===== src/design/adsq_map.vh =====
//
// Summary of operation
// - Result is 8 or 10 bits, software chosen
// - Eight inputs; software picks channel or group
// - Sample and hold first, then successive approximation
// - Whole conversion at least 6.13 us
// - Sampling phase at least 2.0 us
// - Start by software, reload edge, zero-detect edge
// - Completion raises request, may start transfer service
// - Completion request serviceable by transfer service
// - Interrupt enabled: unread result not overwritten
// - Two single-shot modes, one pass each
// - Single-shot single channel: convert once, stop; code runs ch_start to ch_end as in scan
// - Single-shot scan: each channel once, stop
// - Continuous: repeat channel or group forever
// - Incremental: one pass, wait next trigger
//
`ifndef ADSQ_MAP_VH
`define ADSQ_MAP_VH

// ----------------------------------------
// Register offsets
// ----------------------------------------
`define ADSQ_OFF_CTRL    12'h000
`define ADSQ_OFF_CHAN    12'h004
`define ADSQ_OFF_STAT    12'h008
`define ADSQ_OFF_DATA    12'h00C
`define ADSQ_OFF_IRQST   12'h010
`define ADSQ_OFF_IRQMSK  12'h014

// ----------------------------------------
// Control fields
// ----------------------------------------
`define ADSQ_CTRL_START  0
`define ADSQ_CTRL_RES10  1
`define ADSQ_CTRL_MODE_L 2
`define ADSQ_CTRL_MODE_H 3
`define ADSQ_CTRL_TRG_L  4
`define ADSQ_CTRL_TRG_H  5
`define ADSQ_CTRL_XFER   6
`define ADSQ_CTRL_STOP   7

`define ADSQ_MODE_SINGLE1 2'h0
`define ADSQ_MODE_SINGLE2 2'h1
`define ADSQ_MODE_CONT    2'h2
`define ADSQ_MODE_INCR    2'h3

`define ADSQ_TRG_SOFT    2'h0
`define ADSQ_TRG_RELOAD  2'h1
`define ADSQ_TRG_ZERO    2'h2

// ----------------------------------------
// Status and interrupt bits
// ----------------------------------------
`define ADSQ_IRQ_DONE    0
`define ADSQ_IRQ_OVR     1

// ----------------------------------------
// Reset values
// ----------------------------------------
`define ADSQ_RST_CTRL    8'h00
`define ADSQ_RST_CHAN    6'h00

// ----------------------------------------
// Timing
// ----------------------------------------
`define ADSQ_CLK_MHZ      125
`define ADSQ_CONV_NS      6130
`define ADSQ_SAMPLE_NS    2000
`define ADSQ_SAMPLE_CYC   ((`ADSQ_SAMPLE_NS*`ADSQ_CLK_MHZ+999)/1000)
`define ADSQ_CONV_CYC     ((`ADSQ_CONV_NS*`ADSQ_CLK_MHZ+999)/1000)
`define ADSQ_BITS_CYC     (`ADSQ_CONV_CYC-`ADSQ_SAMPLE_CYC)
`define ADSQ_STEP10_CYC   ((`ADSQ_BITS_CYC+9)/10)
`define ADSQ_STEP8_CYC    ((`ADSQ_BITS_CYC+7)/8)

`endif


===== src/design/adsq_ctrl.v =====
`include "adsq_map.vh"

// Eight channel converter sequencer with APB registers
module adsq_ctrl
(
   // APB
   input  wire        pclk,
   input  wire        presetn,
   input  wire        psel,
   input  wire        penable,
   input  wire        pwrite,
   input  wire [11:0] paddr,
   input  wire [31:0] pwdata,
   output reg  [31:0] prdata,
   output reg         pready,
   output reg         pslverr,
   // Trigger sources
   input  wire        reload_tmr_out,
   input  wire        frt_zero_det,
   // Analog front end
   input  wire        cmp_hi,
   output reg  [2:0]  chan_sel_q,
   output reg         sample_out_q,
   output reg  [9:0]  dac_out_q,
   // Completion
   output reg         irq_q,
   output reg         xfer_req_q,
   input  wire        xfer_ack
);

   localparam ST_IDLE = 2'h0;
   localparam ST_CONV = 2'h1;
   localparam ST_WAIT = 2'h2;
   localparam ST_NEXT = 2'h3;

   reg  [7:0]  ctrl_q;
   reg  [5:0]  chan_q;
   reg  [1:0]  st_q;
   reg  [9:0]  data_q;
   reg         unread_q;
   reg  [1:0]  irq_st_q;
   reg  [1:0]  irq_msk_q;
   reg         busy_q;
   reg         sw_start_q;
   reg         rl_s1_q, rl_s2_q, rl_s3_q;
   reg         zd_s1_q, zd_s2_q, zd_s3_q;
   reg         start_q;
   reg         pending_q;

   wire        sar_sample;
   wire [9:0]  sar_dac;
   wire        sar_done;
   wire [9:0]  sar_res;
   wire        wr_en;
   wire        rd_en;
   wire        trg_hit;
   wire        hold;
   wire [1:0]  mode;
   wire [2:0]  ch_start;
   wire [2:0]  ch_end;
   wire [1:0]  irq_set;

   assign wr_en    = psel && penable && pwrite;
   assign rd_en    = psel && penable && !pwrite;
   assign mode     = ctrl_q[`ADSQ_CTRL_MODE_H:`ADSQ_CTRL_MODE_L];
   assign ch_start = chan_q[2:0];
   assign ch_end   = chan_q[5:3];

   // ----------------------------------------
   // Trigger capture
   // ----------------------------------------
   always @(posedge pclk or negedge presetn)
   begin
      if (!presetn)
      begin
         rl_s1_q <= 1'b0;
         rl_s2_q <= 1'b0;
         rl_s3_q <= 1'b0;
         zd_s1_q <= 1'b0;
         zd_s2_q <= 1'b0;
         zd_s3_q <= 1'b0;
      end
      else
      begin
         rl_s1_q <= reload_tmr_out;
         rl_s2_q <= rl_s1_q;
         rl_s3_q <= rl_s2_q;
         zd_s1_q <= frt_zero_det;
         zd_s2_q <= zd_s1_q;
         zd_s3_q <= zd_s2_q;
      end
   end

   // Only the selected source can start; others are ignored
   assign trg_hit =
      (ctrl_q[`ADSQ_CTRL_TRG_H:`ADSQ_CTRL_TRG_L] == `ADSQ_TRG_SOFT &&
       sw_start_q) ||
      (ctrl_q[`ADSQ_CTRL_TRG_H:`ADSQ_CTRL_TRG_L] == `ADSQ_TRG_RELOAD &&
       rl_s2_q && !rl_s3_q) ||
      (ctrl_q[`ADSQ_CTRL_TRG_H:`ADSQ_CTRL_TRG_L] == `ADSQ_TRG_ZERO &&
       zd_s2_q && !zd_s3_q);

   // Unread result with interrupt enabled stalls the next conversion
   assign hold = unread_q && irq_msk_q[`ADSQ_IRQ_DONE];

   assign irq_set = {1'b0, sar_done};

   // ----------------------------------------
   // Conversion engine
   // ----------------------------------------
   adsq_sar u_sar
   (
      .pclk     (pclk),
      .presetn  (presetn),
      .start    (start_q),
      .res10    (ctrl_q[`ADSQ_CTRL_RES10]),
      .cmp_hi   (cmp_hi),
      .sample_q (sar_sample),
      .dac_q    (sar_dac),
      .done_q   (sar_done),
      .result_q (sar_res)
   );

   // ----------------------------------------
   // Sequencer
   // ----------------------------------------
   always @(posedge pclk or negedge presetn)
   begin
      if (!presetn)
      begin
         st_q       <= ST_IDLE;
         busy_q     <= 1'b0;
         start_q    <= 1'b0;
         pending_q  <= 1'b0;
         chan_sel_q <= 3'h0;
      end
      else
      begin
         start_q <= 1'b0;
         case (st_q)
            ST_IDLE:
            begin
               if (trg_hit)
               begin
                  busy_q     <= 1'b1;
                  chan_sel_q <= ch_start;
                  pending_q  <= 1'b1;
                  st_q       <= ST_NEXT;
               end
            end
            ST_NEXT:
            begin
               if (ctrl_q[`ADSQ_CTRL_STOP])
               begin
                  busy_q <= 1'b0;
                  st_q   <= ST_IDLE;
               end
               else if (pending_q && !hold)
               begin
                  start_q   <= 1'b1;
                  pending_q <= 1'b0;
                  st_q      <= ST_CONV;
               end
            end
            ST_CONV:
            begin
               if (sar_done)
               begin
                  if (chan_sel_q != ch_end)
                  begin
                     chan_sel_q <= chan_sel_q + 3'h1;
                     pending_q  <= 1'b1;
                     st_q       <= ST_NEXT;
                  end
                  else if (mode == `ADSQ_MODE_CONT)
                  begin
                     chan_sel_q <= ch_start;
                     pending_q  <= 1'b1;
                     st_q       <= ST_NEXT;
                  end
                  else if (mode == `ADSQ_MODE_INCR)
                  begin
                     busy_q <= 1'b0;
                     st_q   <= ST_WAIT;
                  end
                  else
                  begin
                     busy_q <= 1'b0;
                     st_q   <= ST_IDLE;
                  end
               end
            end
            ST_WAIT:
            begin
               if (ctrl_q[`ADSQ_CTRL_STOP])
                  st_q <= ST_IDLE;
               else if (trg_hit)
               begin
                  busy_q     <= 1'b1;
                  chan_sel_q <= ch_start;
                  pending_q  <= 1'b1;
                  st_q       <= ST_NEXT;
               end
            end
            default:
               st_q <= ST_IDLE;
         endcase
      end
   end

   // ----------------------------------------
   // Registers and APB slave
   // ----------------------------------------
   always @(posedge pclk or negedge presetn)
   begin
      if (!presetn)
      begin
         ctrl_q     <= `ADSQ_RST_CTRL;
         chan_q     <= `ADSQ_RST_CHAN;
         sw_start_q <= 1'b0;
         data_q     <= 10'h000;
         unread_q   <= 1'b0;
         irq_st_q   <= 2'h0;
         irq_msk_q  <= 2'h0;
         prdata     <= 32'h00000000;
         pready     <= 1'b0;
         pslverr    <= 1'b0;
      end
      else
      begin
         sw_start_q <= 1'b0;
         pready     <= psel && !penable;
         pslverr    <= 1'b0;
         if (wr_en && pready)
         begin
            case (paddr)
               `ADSQ_OFF_CTRL:
               begin
                  ctrl_q     <= pwdata[7:0];
                  sw_start_q <= pwdata[`ADSQ_CTRL_START] && !busy_q;
               end
               `ADSQ_OFF_CHAN:   chan_q    <= pwdata[5:0];
               `ADSQ_OFF_IRQMSK: irq_msk_q <= pwdata[1:0];
               `ADSQ_OFF_IRQST:  ;
               default:          pslverr <= 1'b0;
            endcase
         end
         if (psel && !penable)
         begin
            case (paddr)
               `ADSQ_OFF_CTRL:  prdata <= {24'h000000, ctrl_q};
               `ADSQ_OFF_CHAN:  prdata <= {26'h0000000, chan_q};
               `ADSQ_OFF_STAT:
                  prdata <= {27'h0000000, unread_q, st_q, busy_q,
                             ctrl_q[`ADSQ_CTRL_RES10]};
               `ADSQ_OFF_DATA:  prdata <= {22'h000000, data_q};
               `ADSQ_OFF_IRQST: prdata <= {30'h00000000, irq_st_q};
               `ADSQ_OFF_IRQMSK: prdata <= {30'h00000000, irq_msk_q};
               default:
               begin
                  prdata  <= 32'h00000000;
                  pslverr <= 1'b1;
               end
            endcase
         end
         // Data read or transfer acknowledge frees the result
         if ((rd_en && pready && paddr == `ADSQ_OFF_DATA) || xfer_ack)
            unread_q <= 1'b0;
         if (sar_done)
         begin
            if (ctrl_q[`ADSQ_CTRL_RES10])
               data_q <= sar_res;
            else
               data_q <= {2'h0, sar_res[9:2]};
            unread_q <= 1'b1;
         end
         // Set wins over write-one-to-clear
         if (wr_en && pready && paddr == `ADSQ_OFF_IRQST)
            irq_st_q <= (irq_st_q & ~pwdata[1:0]) | irq_set;
         else
            irq_st_q <= irq_st_q | irq_set;
      end
   end

   // ----------------------------------------
   // Outputs
   // ----------------------------------------
   always @(posedge pclk or negedge presetn)
   begin
      if (!presetn)
      begin
         irq_q        <= 1'b0;
         xfer_req_q   <= 1'b0;
         sample_out_q <= 1'b0;
         dac_out_q    <= 10'h000;
      end
      else
      begin
         irq_q        <= |(irq_st_q & irq_msk_q);
         sample_out_q <= sar_sample;
         dac_out_q    <= sar_dac;
         // Transfer request holds until the service acknowledges
         // A new completion wins over an acknowledge in the same cycle
         if (sar_done && ctrl_q[`ADSQ_CTRL_XFER])
            xfer_req_q <= 1'b1;
         else if (xfer_ack)
            xfer_req_q <= 1'b0;
      end
   end

endmodule // adsq_ctrl


===== src/design/adsq_sar.v =====
`include "adsq_map.vh"

// Successive approximation engine: hold, then one bit per step
module adsq_sar
(
   // Clock and reset
   input  wire        pclk,
   input  wire        presetn,
   // Control
   input  wire        start,
   input  wire        res10,
   // Comparator
   input  wire        cmp_hi,
   // Analog side
   output reg         sample_q,
   output reg  [9:0]  dac_q,
   // Result
   output reg         done_q,
   output reg  [9:0]  result_q
);

   reg  [9:0]  mask_q;
   reg  [9:0]  cnt_q;
   reg  [3:0]  bit_q;
   reg         run_q;
   reg         cmp_s1_q;
   reg         cmp_s2_q;
   wire [9:0]  step_len;

   // Integer counts cut to the counter width on purpose
   localparam [31:0] SAMP_LAST = `ADSQ_SAMPLE_CYC - 1;
   localparam [31:0] STEP10    = `ADSQ_STEP10_CYC;
   localparam [31:0] STEP8     = `ADSQ_STEP8_CYC;

   assign step_len = res10 ? STEP10[9:0] : STEP8[9:0];

   // ----------------------------------------
   // Comparator synchroniser
   // ----------------------------------------
   always @(posedge pclk or negedge presetn)
   begin
      if (!presetn)
      begin
         cmp_s1_q <= 1'b0;
         cmp_s2_q <= 1'b0;
      end
      else
      begin
         cmp_s1_q <= cmp_hi;
         cmp_s2_q <= cmp_s1_q;
      end
   end

   // ----------------------------------------
   // Sequencer
   // ----------------------------------------
   always @(posedge pclk or negedge presetn)
   begin
      if (!presetn)
      begin
         sample_q <= 1'b0;
         run_q    <= 1'b0;
         dac_q    <= 10'h000;
         mask_q   <= 10'h000;
         cnt_q    <= 10'h000;
         bit_q    <= 4'h0;
         done_q   <= 1'b0;
         result_q <= 10'h000;
      end
      else
      begin
         done_q <= 1'b0;
         if (start && !sample_q && !run_q)
         begin
            sample_q <= 1'b1;
            cnt_q    <= SAMP_LAST[9:0];
         end
         else if (sample_q)
         begin
            if (cnt_q == 10'h000)
            begin
               sample_q <= 1'b0;
               run_q    <= 1'b1;
               // Both widths start at the top so 8 bits span full scale
               mask_q   <= 10'h200;
               dac_q    <= 10'h200;
               bit_q    <= res10 ? 4'hA : 4'h8;
               cnt_q    <= step_len - 10'h001;
            end
            else
               cnt_q <= cnt_q - 10'h001;
         end
         else if (run_q)
         begin
            if (cnt_q != 10'h000)
               cnt_q <= cnt_q - 10'h001;
            else
            begin
               // Keep the trial bit only if input sits above the DAC
               if (!cmp_s2_q)
                  dac_q <= (dac_q & ~mask_q) | (mask_q >> 1);
               else
                  dac_q <= dac_q | (mask_q >> 1);
               mask_q <= mask_q >> 1;
               bit_q  <= bit_q - 4'h1;
               cnt_q  <= step_len - 10'h001;
               if (bit_q == 4'h1)
               begin
                  run_q    <= 1'b0;
                  done_q   <= 1'b1;
                  result_q <= cmp_s2_q ? dac_q : (dac_q & ~mask_q);
               end
            end
         end
      end
   end

endmodule // adsq_sar


===== config.mk =====
export PLATFORM = sky130hd
export DESIGN_NAME = adsq_ctrl
export DESIGN_NICKNAME = d
export VERILOG_FILES = /design/src/design/adsq_ctrl.v /design/src/design/adsq_sar.v
export VERILOG_INCLUDE_DIRS = /design/src /design/src/design
export SDC_FILE = /design/constraint.sdc
export NUM_CORES = 1
export LEC_CHECK = 0
export CAP_MARGIN = 30
export CORE_AREA = 3 3 103 115
export CTS_BUF_LIST = sky130_fd_sc_hd__clkbuf_4 sky130_fd_sc_hd__clkbuf_8
export CTS_CLUSTER_DIAMETER = 60
export DETAILED_ROUTE_END_ITERATION = 10
export DIE_AREA = 0 0 106 118
export DONT_BUFFER_PORTS = 1
export PLACE_DENSITY_LB_ADDON = 0.05
export REMOVE_ABC_BUFFERS = 1
export SYNTH_ARGS = -nofsm -noshare
export SYNTH_HDL_FRONTEND = slang
export SYNTH_HIERARCHICAL = 1
export SYNTH_SLANG_ARGS = --single-unit

===== constraint.sdc =====
create_clock -name pclk -period 2.1 [get_ports pclk]
set_input_delay 0.105 -clock pclk [delete_from_list [all_inputs] [get_ports pclk]]
set_output_delay 0.105 -clock pclk [all_outputs]
set_load 0.01 [all_outputs]

---- Word level (Yosys, flattened, before mapping) ----
Cells that the tools add are included.
cells by class
  $add $sub $neg .......................... 4
  equal/unequal tests ..................... 25
  multiplexer cells ....................... 77
  bitwise gates (word level) .............. 12
  reduce and logical (&&, ||, !) cells .... 52
operators with widths
  cell                                                number
  2-to-1 mux 10 bit                                   15
  one-hot mux 10 bit (6 select lines)                 1
  2-to-1 mux 1 bit                                    37
  == test 12 x 4 -> 1 bit, second input constant      2
  == test 12 x 5 -> 1 bit, second input constant      2
  2-to-1 mux 2 bit                                    10
  bitwise OR 10 x 9 -> 10 bit                         2
  subtractor 10 x 1 -> 10 bit, second input constant  2
  logical AND 1 bit                                   19
  2-to-1 mux 4 bit                                    4
  2-to-1 mux 3 bit                                    5
  AND reduction 5 bit                                 3
  != test 2 bit, second input constant                7
  == test 12 x 3 -> 1 bit, second input constant      1
  zero test 12 bit                                    1
  bitwise AND 10 bit                                  1
  == test 2 bit, second input constant                5
  zero test 10 bit                                    1
  NOT 10 bit                                          1
  AND reduction 2 bit                                 5
  nonzero test 10 bit                                 1
  one-hot mux 3 bit (3 select lines)                  1
  zero test 1 bit                                     8
  one-hot mux 1 bit (4 select lines)                  2
  20 further kinds                                    34
word-level totals
  flip-flop bits (word level) ............. 140
  input port bits ......................... 53

---- Longest topological paths before layout ----
Gate-level depths: netlist of run 1.
  word-level depth ........................ 8
  gate-level depth with buffers ........... 8
  mapped depth without buffers ............ 6

---- Modules after synthesis ----
The synthesis of run 1 kept the hierarchy.
modules (own cells, without submodules)
  module     times used  cells each  area each (µm²)
  adsq_ctrl  1           294         3205.6
  adsq_sar   1           221         2270.9

---- Worst setup path before layout of run 1 ----
No wires, ideal clock.
  path kind ............................... flip-flop to flip-flop
  start ................................... register u_sar.cnt_q[0]
  end ..................................... register u_sar.dac_q[8]
  setup time .............................. 0.126 ns
  arrival ................................. 2.205 ns
  slack ................................... -0.231 ns
  stages on the path, launching flop included .. 8
  clock period less this slack ............ 2.331 ns
  cells stage by stage .................... dfrtp_1 -> inv_1 -> ha_1 -> or3b_2 -> or4b_1 -> buf_2 -> buf_6 -> a221o_1
between the ends
  cells in the longest elaborated chain, start to end .. 3
ends and longest elaborated chain
  element                                                                          RTL line                      text
  start: declaration                                                               adsq_sar.v:23                 reg [9:0] cnt_q;
  start signal: assignment                                                         adsq_sar.v:76                 cnt_q <= SAMP_LAST[9:0];
  start signal: assignment                                                         adsq_sar.v:88                 cnt_q <= step_len - 10'h001;
  start signal: assignment                                                         adsq_sar.v:91                 cnt_q <= cnt_q - 10'h001;
  nonzero test 10 bit / zero test 10 bit (equally long branches)                   adsq_sar.v:95, adsq_sar.v:80
  != test 2 x 1 -> 1 bit (no source line) / != test 2 bit (equally long branches)  -
  AND reduction 4 bit (no source line) *                                           -
  end signal: assignment                                                           adsq_sar.v:101                dac_q <= (dac_q & ~mask_q) | (mask_q >> 1);
  end signal: assignment                                                           adsq_sar.v:103                dac_q <= dac_q | (mask_q >> 1);
  end: declaration                                                                 adsq_sar.v:16                 output reg [9:0] dac_q,
Mark *: on every way between the ends. The rest lies on a longest branch, timed or not.
A chain may end at the register's enable or synchronous reset.

---- Final worst setup path of run 1 ----
Same ends and word-level chain as after synthesis.

==> metrics.txt, run 1 <==
outcome finished with violations; violated checks hold timing, setup timing; required time of the critical path between 2 and 2.5 ns; Final Util 60.9%; data arrival time of the worst path 2.52 ns; Final Hold Violating Endpoints 118; worst slew pin tran about 0.67 ns; cell type with the largest total area after synthesis sky130_fd_sc_hd__dfrtp_1; Syn Area/Cell 10.6 µm²; setup slack after layout -0.0946 ns; DRC marker count from the first detailed-route iteration 221; ANT cells 0; Die Ht 118 µm; worst hold-check slack -0.642 ns; Synth warnings 6; largest family of logic cells by synthesized area simple AND/OR/NAND/NOR gates; leakage power ~3.2 nW; I/O Pins 103; standard cell area after detailed placement about 5700 µm²; dpl ws -0.157 ns; worst-skew pair later-pin latency 0.44 ns; Max clock buf depth 2; start-to-end type of the worst setup path reg2reg; clock input transition at the sequential cells of the worst setup and hold paths approximately 0.07 ns; area fraction in compound gates after synthesis ~14%; average detailed-routed wire length per instance 16.7 µm; overflow left after global routing 0; worst path buffer plus inverter count 2; post-route cell area 6580 µm²; RD Place Congestion around 0.84; sort of element at the start of the critical path flop; TNS Setup -0.622 ns; area grow syn2layout 20.2%; min-delay worst type in2async; share of synthesized cell area in full adder, half adder and majority cells 0.914%; area share of xor/xnor cells in the synthesized design 0.640%; most area-consuming cells after synthesis sky130_fd_sc_hd__dfrtp_1 54%, sky130_fd_sc_hd__nand2_1 4.0%, sky130_fd_sc_hd__mux2i_1 4.0%; post-synthesis simple-gate area fraction 15.4%; Die Footprint 12500 µm²; CP Capture Type flop; initial core utilization 50.7%; GRT Resource Usage Total 20.8%; Fmax 456 MHz; IO Port Bufs 0; highest fanout seen on the critical path 6; number of setup violations in the final report 15; wire length of the first global-routing pass 20400 µm; Worst Skew 0.00605 ns; via total after detailed routing ~4000; Detailed Routing Iterations Pass 1 4; post-synthesis cell area 5480 µm²; via count of the first global-routing pass 4023; maximum number of pins on one net before global-route repair 119; highest ir drop seen on vdd 0.000482 V; Chip Width ~110 µm; count of nets left with antenna violations after detail routing 0; max-capacitance violation count 0; root buffer cell sky130_fd_sc_hd__clkbuf_8; Gate Count Post-Synth about 520; flip-flop and latch count after synthesis 118; top-area cell type share of the netlist area 53.9%; area of the core 10800 µm²; final count of pins violating max slew 0; dominant synthesized flop cell sky130_fd_sc_hd__dfrtp_1; final clock period utilization by the worst path 105%; average vias per placed instance 5.45; TritonCTS clock tree yes; number of antenna violations at the first check in global routing 0; number of enable flip-flop cells after synthesis 0; worst stage delay on the critical path 0.61 ns; async set-reset flop share out of synthesis 100%; DRC violation count after routing 0; half-perimeter wire length of the detailed placement result 8000 µm; htree depth 4; fill cell count 928; hold buffer count at cts 21; unique cell type count in the Yosys netlist 60; cell family with the largest share of critical-path delay simple AND/OR/NAND/NOR gates; portion of the post-synthesis area used by sequential elements 53.9%; TritonCTS Buffers 17; crit-path cells inv_2, ha_4, or3b_4, or4b_4, buf_12, a221o_1; layout cells sized above 1 20.0%; power per cell area 707 nW/µm²; number of cells on the critical path 6; cell row count 40; RSZ-0062 raised after global routing true; Sink Count ~120; cell with the largest stage delay on the worst path sky130_fd_sc_hd__or4b_4; Total Wirelength 12200 µm; share of synthesized area spent on multiplexers a little under 9%; slew margin rel. between 50% and 60%; shortest clock period the worst path allows after layout 2.19 ns; worst-case reg-to-reg path depth 6; Post-layout nets around 620
[Yosys cell counts (10+ instances only)]
master / number
sky130_fd_sc_hd__o21ai_0: 25
sky130_fd_sc_hd__nor3_1: 10
sky130_fd_sc_hd__mux2i_1: 22
sky130_fd_sc_hd__inv_1: 23
sky130_fd_sc_hd__mux2_2: 12
sky130_fd_sc_hd__nand2_1: 59
sky130_fd_sc_hd__buf_4: 22
sky130_fd_sc_hd__dfrtp_1: 118
sky130_fd_sc_hd__nand3_1: 18
sky130_fd_sc_hd__a22o_1: 11
sky130_fd_sc_hd__a21oi_1: 24
sky130_fd_sc_hd__clkbuf_1: 17
sky130_fd_sc_hd__nand2b_1: 12
sky130_fd_sc_hd__nor2_1: 23
[report_power, final]
part | switching [mW] | total (mW) | internal, mW
sequential | 0.0131 | 2.30 | 2.29
combinational | 0.0576 | 0.102 | 0.0444
clock | 0.915 | 2.25 | 1.34
total | 0.986 | 4.66 | 3.67
[path summary, 6_finish.rpt]
kind | startpoint | end | slack, ns
hold / removal | presetn | rl_s3_q$_DFF_PN0_ | -0.64
setup / recovery | u_sar/cnt_q[0]$_DFFE_PN0P_ | u_sar/dac_q[8]$_DFFE_PN0P_ | -0.09
min in group pclk | paddr[2] | irq_msk_q[1]$_DFFE_PN0P_ | 0.04
setup reg to reg | u_sar/cnt_q[0]$_DFFE_PN0P_ | u_sar/dac_q[8]$_DFFE_PN0P_ | -0.09
hold reg to reg | rl_s1_q$_DFF_PN0_ | rl_s2_q$_DFF_PN0_ | 0.36
max in group asynchronous | presetn | u_sar/cnt_q[6]$_DFFE_PN0P_ | 2.51
[routing by layer]
metal / vias to the layer above / wire, µm / track usage [%]
met2: 115 / 5890 / 32.2
met5: - / 0 / 0
met3: 24 / 592 / 5.98
met1: 1932 / 5320 / 26.7
met4: 0 / 365 / 10.4
li1: 1892 / - / -
[final cells by class]
cell class                      count  area (µm²)  area share, %
Clock inverter                     10         143           2.17
Tap cell                          147         184           2.79
Multi-Input combinational cell    347        2330           35.4
Timing Repair Buffer               58         574           8.73
Inverter                           25        93.8           1.43
Clock buffer                       22         303           4.60
Sequential cell                   118        2950           44.9
[stage by stage]
stage / instances / power [mW]
2_1_floorplan: 490 / 2.39
3_5_place_dp: 668 / 2.41
5_1_grt: 727 / 4.84
6_report: 727 / 4.66
4_1_cts: 725 / 4.73
3_3_place_gp: 668 / 2.40
[placed cells by master, fill, tap and decap left out, types with 11 or more instances in the layout]
| master | netlist | routed |
|---|---|---|
| sky130_fd_sc_hd__o21ai_0 | 25 | 23 |
| sky130_fd_sc_hd__buf_4 | 22 | 31 |
| sky130_fd_sc_hd__mux2_2 | 12 | 12 |
| sky130_fd_sc_hd__a22o_1 | 11 | 11 |
| sky130_fd_sc_hd__a21oi_1 | 24 | 24 |
| sky130_fd_sc_hd__nor2_1 | 23 | 22 |
| sky130_fd_sc_hd__clkbuf_8 | 0 | 22 |
| sky130_fd_sc_hd__dlygate4sd3_1 | 0 | 21 |
| sky130_fd_sc_hd__nand3_1 | 18 | 18 |
| sky130_fd_sc_hd__nand2b_1 | 12 | 12 |
| sky130_fd_sc_hd__mux2i_1 | 22 | 22 |
| sky130_fd_sc_hd__inv_1 | 23 | 21 |
| sky130_fd_sc_hd__dfrtp_1 | 118 | 118 |
| sky130_fd_sc_hd__conb_1 | 1 | 22 |
| sky130_fd_sc_hd__nand2_1 | 59 | 56 |
[worst reg2reg max path: stages (launching register included)]
cell and delay [ns]:
sky130_fd_sc_hd__dfrtp_1 0.39, sky130_fd_sc_hd__inv_2 0.08, sky130_fd_sc_hd__ha_4 0.13, sky130_fd_sc_hd__or3b_4 0.37, sky130_fd_sc_hd__or4b_4 0.61, sky130_fd_sc_hd__buf_12 0.17
sky130_fd_sc_hd__a221o_1 0.33
[sequential cells by signal, summed over array words and instances, names as in the netlist, 6 cells and up]
signal and count:
u_sar/cnt_q 10, data_q 10, u_sar/dac_q 10, prdata 10
chan_q 6, ctrl_q 8, u_sar/result_q 10, u_sar/mask_q 10
dac_out_q 10
[repair_timing]
item | 4_1_cts | 5_1_grt
gates cloned | 2 | 1
buffers inserted | 2 | 1
hold endpoints to repair | 151 | 118
pin swaps | 0 | 12
endpoints found under the setup margin | 18 | 25
resized for setup | 8 | 23
[cells by family (layout without fill, tap and decap cells)]
group	count (synthesis)	count (layout)
compound gates	111	111
buf+inv	71	115
xor+xnor	4	4
fa+ha+maj	4	4
flops	118	118
other cells	1	22
simple gates	164	164
mux	42	42
(Power assumes the default switching activity.)
==> run 2: changes to the inputs <==
PLACE_DENSITY = 0.72   (was unset)
PLACE_DENSITY_LB_ADDON = unset   (was 0.05)
clock period = 2.7 ns   (was 2.1 ns; I/O delays follow)
==> run 2 against run 1 <==
The flow finishes with violations (hold timing). Non-clock buffer count shrank 29. Count of clock-buffer cells in the layout is the same. Global-route usage shrank 0.66 points. Routed wire length shrank 2.7%. Critical endpoint unchanged.
==> metrics.txt, run 2 (same netlist as run 1, synthesis figures left out) <==
wire length of the first global-routing pass 20000 µm (-1.8%); RR Startpoint u_sar/cnt_q[0]$_DFFE_PN0P_; DRC marker count from the first detailed-route iteration 228 (+3.2%); ANT cells 0 (unchanged); Worst Skew 0.00936 ns (+0.00331 ns); half-perimeter wire length of the detailed placement result 7850 µm (-1.9%); highest fanout seen on the critical path 26 (+20); TritonCTS clock tree yes; cell row count 40 (unchanged); root buffer cell sky130_fd_sc_hd__clkbuf_8; data arrival time of the worst path 2.76 ns (+0.24 ns); area grow syn2layout 11.8%; TritonCTS Buffers 17 (unchanged); crit-path cells inv_1, ha_1, or3b_2, or4b_1, buf_4, a221o_1; final clock period utilization by the worst path 91.2% (-13 points); count of nets left with antenna violations after detail routing 0 (unchanged); RD Place Congestion 0.888 (+6.0%); IO Port Bufs 0 (unchanged); shortest clock period the worst path allows after layout 2.46 ns (+0.269 ns); commonest non-fill, non-tap cell in the layout sky130_fd_sc_hd__dfrtp_1; overflow left after global routing 0 (unchanged); number of antenna violations at the first check in global routing 0 (unchanged); Die Ht 118 µm (unchanged); fill cell count 952 (+2.6%); post-route cell area 6120 µm² (-6.9%); Max clock buf depth 2 (unchanged); worst-case reg-to-reg path depth 6 (unchanged); Chip Width 106 µm (unchanged); setup slack after layout 0.237 ns (+0.331 ns); slew margin rel. 56.6% (+1.3 points); leakage power 2.92 nW (-7.3%); Sink Count 118 (unchanged); sort of element at the start of the critical path flop; final count of pins violating max slew 0 (unchanged); htree depth 4 (unchanged); DRC violation count after routing 0 (unchanged); average detailed-routed wire length per instance 17.0 µm (+1.5%); violated checks hold timing; Die Footprint 12500 µm² (unchanged); cell count after placement 646 (-3.3%); initial core utilization 50.7% (unchanged); worst slew pin tran 0.646 ns (-0.0247 ns); dpl ws 0.292 ns (+0.448 ns); worst-skew pair later-pin latency 0.42 ns (-0.02 ns); Final Hold Violating Endpoints 118 (unchanged); layout cells sized above 1 12.7% (-7.3 points); maximum number of pins on one net before global-route repair 119 (unchanged); GRT Resource Usage Total 20.2% (-0.66 points); worst setup path startpoint u_sar/cnt_q[0]$_DFFE_PN0P_; Total Wirelength 11800 µm (-2.7%); min-delay worst type in2async; start-to-end type of the worst setup path reg2reg; highest ir drop seen on vdd 0.000340 V (-30%); cell with the largest stage delay on the worst path sky130_fd_sc_hd__or3b_2; count of placed standard cells in the final layout, fillers left out 697 (-4.1%); clock input transition at the sequential cells of the worst setup and hold paths 0.07 ns (about the same); worst hold-check slack -0.599 ns (+0.0437 ns); required time of the critical path 3.00 ns (+0.57 ns); I/O Pins 103 (unchanged); combined area of the multi-input logic cells 2240 µm² (-3.9%); via count of the first global-routing pass 4006 (-0.42%); storage element area 2950 µm² (unchanged); number of setup violations in the final report 0 (-15); average vias per placed instance 5.61 (+2.9%); power per cell area 562 nW/µm² (-21%); Post-layout nets 595 (-4.6%); area of the core 10800 µm² (unchanged); outcome finished with violations; worst stage delay on the critical path 0.50 ns (-0.11 ns); Detailed Routing Iterations Pass 1 6 (+2); max-capacitance violation count 0 (unchanged); most frequent cells in the layout 118 x sky130_fd_sc_hd__dfrtp_1, 59 x sky130_fd_sc_hd__nand2_1, 25 x sky130_fd_sc_hd__o21ai_0, 24 x sky130_fd_sc_hd__a21oi_1; CP Capture Type flop; Fmax 406 MHz (-11%); RSZ-0062 raised after global routing false; via total after detailed routing 3911 (-1.3%); hold buffer count at cts 20 (-4.8%); standard cell area after detailed placement 5540 µm² (-2.9%)
[run 2: cell count changes in the layout (fill, tap and decap cells not counted), sizes merged]
cell         previous run  this run
buf                    35         9
clkinvlp                1         3
bufbuf                  1         0
bufinv                  3         2
clkbuf                 23        22
clkinv                  7         6
dlygate4sd3            21        20
inv                    24        23
[run 2: stage by stage]
step | setup TNS [ns] | power, mW | hold WS (ns) | utilization [%]
final | 0 | 3.44 | -0.599 | 56.7
after global routing | 0 | 3.57 | -0.641 | 56.7
after CTS | 0 | 3.49 | -0.636 | 56.7
after detailed placement | 0 | 1.87 | -0.157 | 51.2
after global placement | 0 | 1.87 | -0.156 | 51.2
after floorplan | -14.18 | 1.86 | -0.161 | -
[run 2: critical path: cells and delay by family (launching register included)]
kind | cells | cell delay (ns)
adders and majority gates | 1 | 0.23
AOI/OAI and AO/OA | 1 | 0.37
and+or+nand+nor | 2 | 1.00
DFF | 1 | 0.42
buffers and inverters | 2 | 0.32
[run 2: layer usage]
metal  wire, µm  track usage (%)
met5          0                0
met4        114             6.48
met2       6090             33.1
met3        591             6.20
met1       5040             25.6
[run 2: layout make-up]
type	instances	area share (%)
flip-flops and latches	118	48.2
clock inverters	9	1.68
repair buffers	29	4.37
well taps	147	3.00
clock buffers	22	4.64
multi-input cells	347	36.6
inverters	25	1.53
[run 2: path summary, 6_finish.rpt]
check / end / slack (ns)
worst max-delay path: u_sar/dac_q[8]$_DFFE_PN0P_ / 0.24
worst min-delay path: ctrl_q[5]$_DFFE_PN0P_ / -0.60
worst max register to register: u_sar/dac_q[8]$_DFFE_PN0P_ / 0.24
worst min register to register: zd_s2_q$_DFF_PN0_ / 0.35
max in group asynchronous: dac_out_q[1]$_DFF_PN0_ / 3.16
min in group pclk: prdata[8]$_DFFE_PN0P_ / 0.05
[run 2: what timing repair did]
action | in CTS | in global routing
endpoints found under the setup margin | 0 | 0
gates resized for setup | 0 | 0
buffers inserted | 0 | 0
endpoints found under the hold margin | 149 | 118
[run 2: power breakdown]
group | switching (mW) | internal [mW] | leakage [nW]
combinational | 0.0436 | 0.0324 | 1.11
clock | 0.687 | 0.887 | 0.195
sequential | 0.0106 | 1.78 | 1.62
total | 0.741 | 2.70 | 2.92
==> run 3: changes to the inputs <==
==> constraint.sdc (replaced) <==
create_clock -name pclk -period 2.7 [get_ports pclk]
set_input_delay 0.405 -clock pclk [delete_from_list [all_inputs] [get_ports pclk]]
set_output_delay 0.405 -clock pclk [all_outputs]
set_load 0.01 [all_outputs]
==> run 3 against run 2 <==
The run still ends with hold timing left. Via count decreased by 1.9%. Combinational power decreased by 33%. Sequential share of layout area increased by 0.67 points. Count of clock-buffer cells in the layout decreased by 4. Design area decreased by 1.4%. First-iteration DRC count increased by 8.3%. Register-to-register slack improved by 0.02 ns. Sequential power about the same. Clock power increased by 19%. Critical endpoint unchanged. Highest routed layer unchanged.
==> metrics.txt, run 3 (same netlist as run 1, synthesis figures left out) <==
flop2flop setup slack 0.26 ns (+0.02 ns); IO Port Bufs 0 (unchanged); worst setup path startpoint u_sar/cnt_q[1]$_DFFE_PN0P_; final clock period utilization by the worst path 90.5% (-0.74 points); most frequent cells in the layout 118 x sky130_fd_sc_hd__dfrtp_1, 59 x sky130_fd_sc_hd__nand2_1, 25 x sky130_fd_sc_hd__o21ai_0, 24 x sky130_fd_sc_hd__a21oi_1; count of nets left with antenna violations after detail routing 0 (unchanged); Worst Skew 0.0127 ns (+0.00338 ns); via count of the first global-routing pass 3796 (-5.2%); number of setup violations in the final report 0 (unchanged); DRC violation count after routing 0 (unchanged); Post-layout nets 578 (-2.9%); violated checks hold timing; area of the core 10800 µm² (unchanged); root buffer cell sky130_fd_sc_hd__clkbuf_8; worst-skew pair later-pin latency 0.44 ns (+0.02 ns); highest ir drop seen on vdd 0.000320 V (-5.8%); cell with the largest stage delay on the worst path sky130_fd_sc_hd__or3b_2; sort of element at the start of the critical path flop; leakage power 2.88 nW (-1.6%); max-capacitance violation count 0 (unchanged); overflow left after global routing 0 (unchanged); initial core utilization 50.7% (unchanged); crit-path cells inv_1, ha_1, or3b_2, or4b_1, buf_4, a221o_1; outcome finished with violations; Max clock buf depth 2 (unchanged); TritonCTS clock tree yes; min-delay worst type in2async; maximum number of pins on one net before global-route repair 119 (unchanged); Die Ht 118 µm (unchanged); Final Hold Violating Endpoints 118 (unchanged); slew margin rel. 53.5% (-3.1 points); half-perimeter wire length of the detailed placement result 7750 µm (-1.3%); worst stage delay on the critical path 0.49 ns (about the same); data arrival time of the worst path 2.76 ns (about the same); clock input transition at the sequential cells of the worst setup and hold paths 0.07 ns (about the same); power per cell area 615 nW/µm² (+9.4%); fill cell count 965 (+1.4%); post-CTS resize count 0 (unchanged); cell row count 40 (unchanged); start-to-end type of the worst setup path reg2reg; post-route cell area 6040 µm² (-1.4%); RR Startpoint u_sar/cnt_q[1]$_DFFE_PN0P_; area grow syn2layout 10.3%; Setup Fix Bufs, Post-CTS 0 (unchanged); wire length of the first global-routing pass 18700 µm (-6.3%); I/O Pins 103 (unchanged); ANT cells 0 (unchanged); RSZ-0062 raised after global routing false; layout cells sized above 1 13.3% (+0.57 points); Sink Count 118 (unchanged); crit path to u_sar/dac_q[8]$_DFFE_PN0P_; hold buffer count at cts 3 (-85%); CP Capture Type flop; number of antenna violations at the first check in global routing 0 (unchanged); worst slew pin tran 0.692 ns (+0.0463 ns); htree depth 4 (unchanged); TritonCTS Buffers 17 (unchanged); GRT Resource Usage Total 19.0% (-1.2 points); Total Wirelength 11200 µm (-5.3%); average detailed-routed wire length per instance 16.5 µm (-3.1%); RD Place Congestion 0.878 (-1.1%); commonest non-fill, non-tap cell in the layout sky130_fd_sc_hd__dfrtp_1; combined area of the multi-input logic cells 2240 µm² (unchanged); reg2reg end u_sar/dac_q[8]$_DFFE_PN0P_; standard cell area after detailed placement 5540 µm² (unchanged); highest fanout seen on the critical path 26 (unchanged); DRC marker count from the first detailed-route iteration 247 (+8.3%); Die Footprint 12500 µm² (unchanged); via total after detailed routing 3835 (-1.9%); Chip Width 106 µm (unchanged); worst-case reg-to-reg path depth 6 (unchanged); Power, Total 3.71 mW (+7.9%); Fmax 409 MHz (+0.81%); average vias per placed instance 5.63 (+0.36%); required time of the critical path 3.02 ns (+0.02 ns); storage element area 2950 µm² (unchanged); final count of pins violating max slew 0 (unchanged); Detailed Routing Iterations Pass 1 5 (-1); worst hold-check slack -0.343 ns (+0.256 ns); shortest clock period the worst path allows after layout 2.44 ns (-0.0199 ns)
-- run 3: changes by cell type in the layout (fill, tap and decap cells not counted), sizes merged --
cell / change
bufinv: +3
clkbuf: -4
clkinv: +1
dlygate4sd3: -17
inv: +1
-- run 3: worst max-delay path: cells and delay by family (launching register included) --
family	cells	cell delay (ns)
AOI/OAI and AO/OA	1	0.37
adders and majority gates	1	0.23
buffers and inverters	2	0.34
DFF	1	0.40
and+or+nand+nor	2	0.98
-- run 3: through the flow --
stage	instances	utilization (%)	worst slack, ns	setup TNS [ns]	hold WS (ns)
6_report	681	55.9	0.257	0	-0.343
3_3_place_gp	646	51.2	0.318	0	0.114
2_1_floorplan	490	-	-1.13	-14.18	0.109
3_5_place_dp	646	51.2	0.296	0	0.113
4_1_cts	681	55.9	0.263	0	-0.377
5_1_grt	681	55.9	0.147	0	-0.371
-- run 3: report_power, final --
group	internal, mW	switching [mW]
Sequential	1.78	0.0106
Combinational	0.0176	0.0336
Clock	1.13	0.741
-- run 3: layout make-up --
class	count	area share, %
repair buffers	12	1.62
inverters	25	1.55
clock inverters	14	3.73
multi-input cells	347	37.1
clock buffers	18	4.10
well taps	147	3.04
flip-flops and latches	118	48.9
-- run 3: worst min path at each step --
stage	slack, ns	start	endpoint	depth (start not counted)
after floorplan	0.11	presetn	busy_q$_DFFE_PN0P_	0
after global placement	0.11	presetn	ctrl_q[5]$_DFFE_PN0P_	0
after detailed placement	0.11	presetn	chan_sel_q[1]$_DFFE_PN0P_	0
after CTS	-0.38	presetn	prdata[5]$_DFFE_PN0P_	0
after global routing	-0.37	presetn	data_q[8]$_DFFE_PN0P_	0
final	-0.34	presetn	chan_q[0]$_DFFE_PN0P_	0
-- run 3: per-layer routing --
layer	vias to the layer above	routed length (µm)	global-route usage (%)
met2	125	5520	30.5
met5	-	0	0
met4	0	266	7.61
met1	1894	4750	23.5
met3	22	668	6.36
li1	1794	-	-
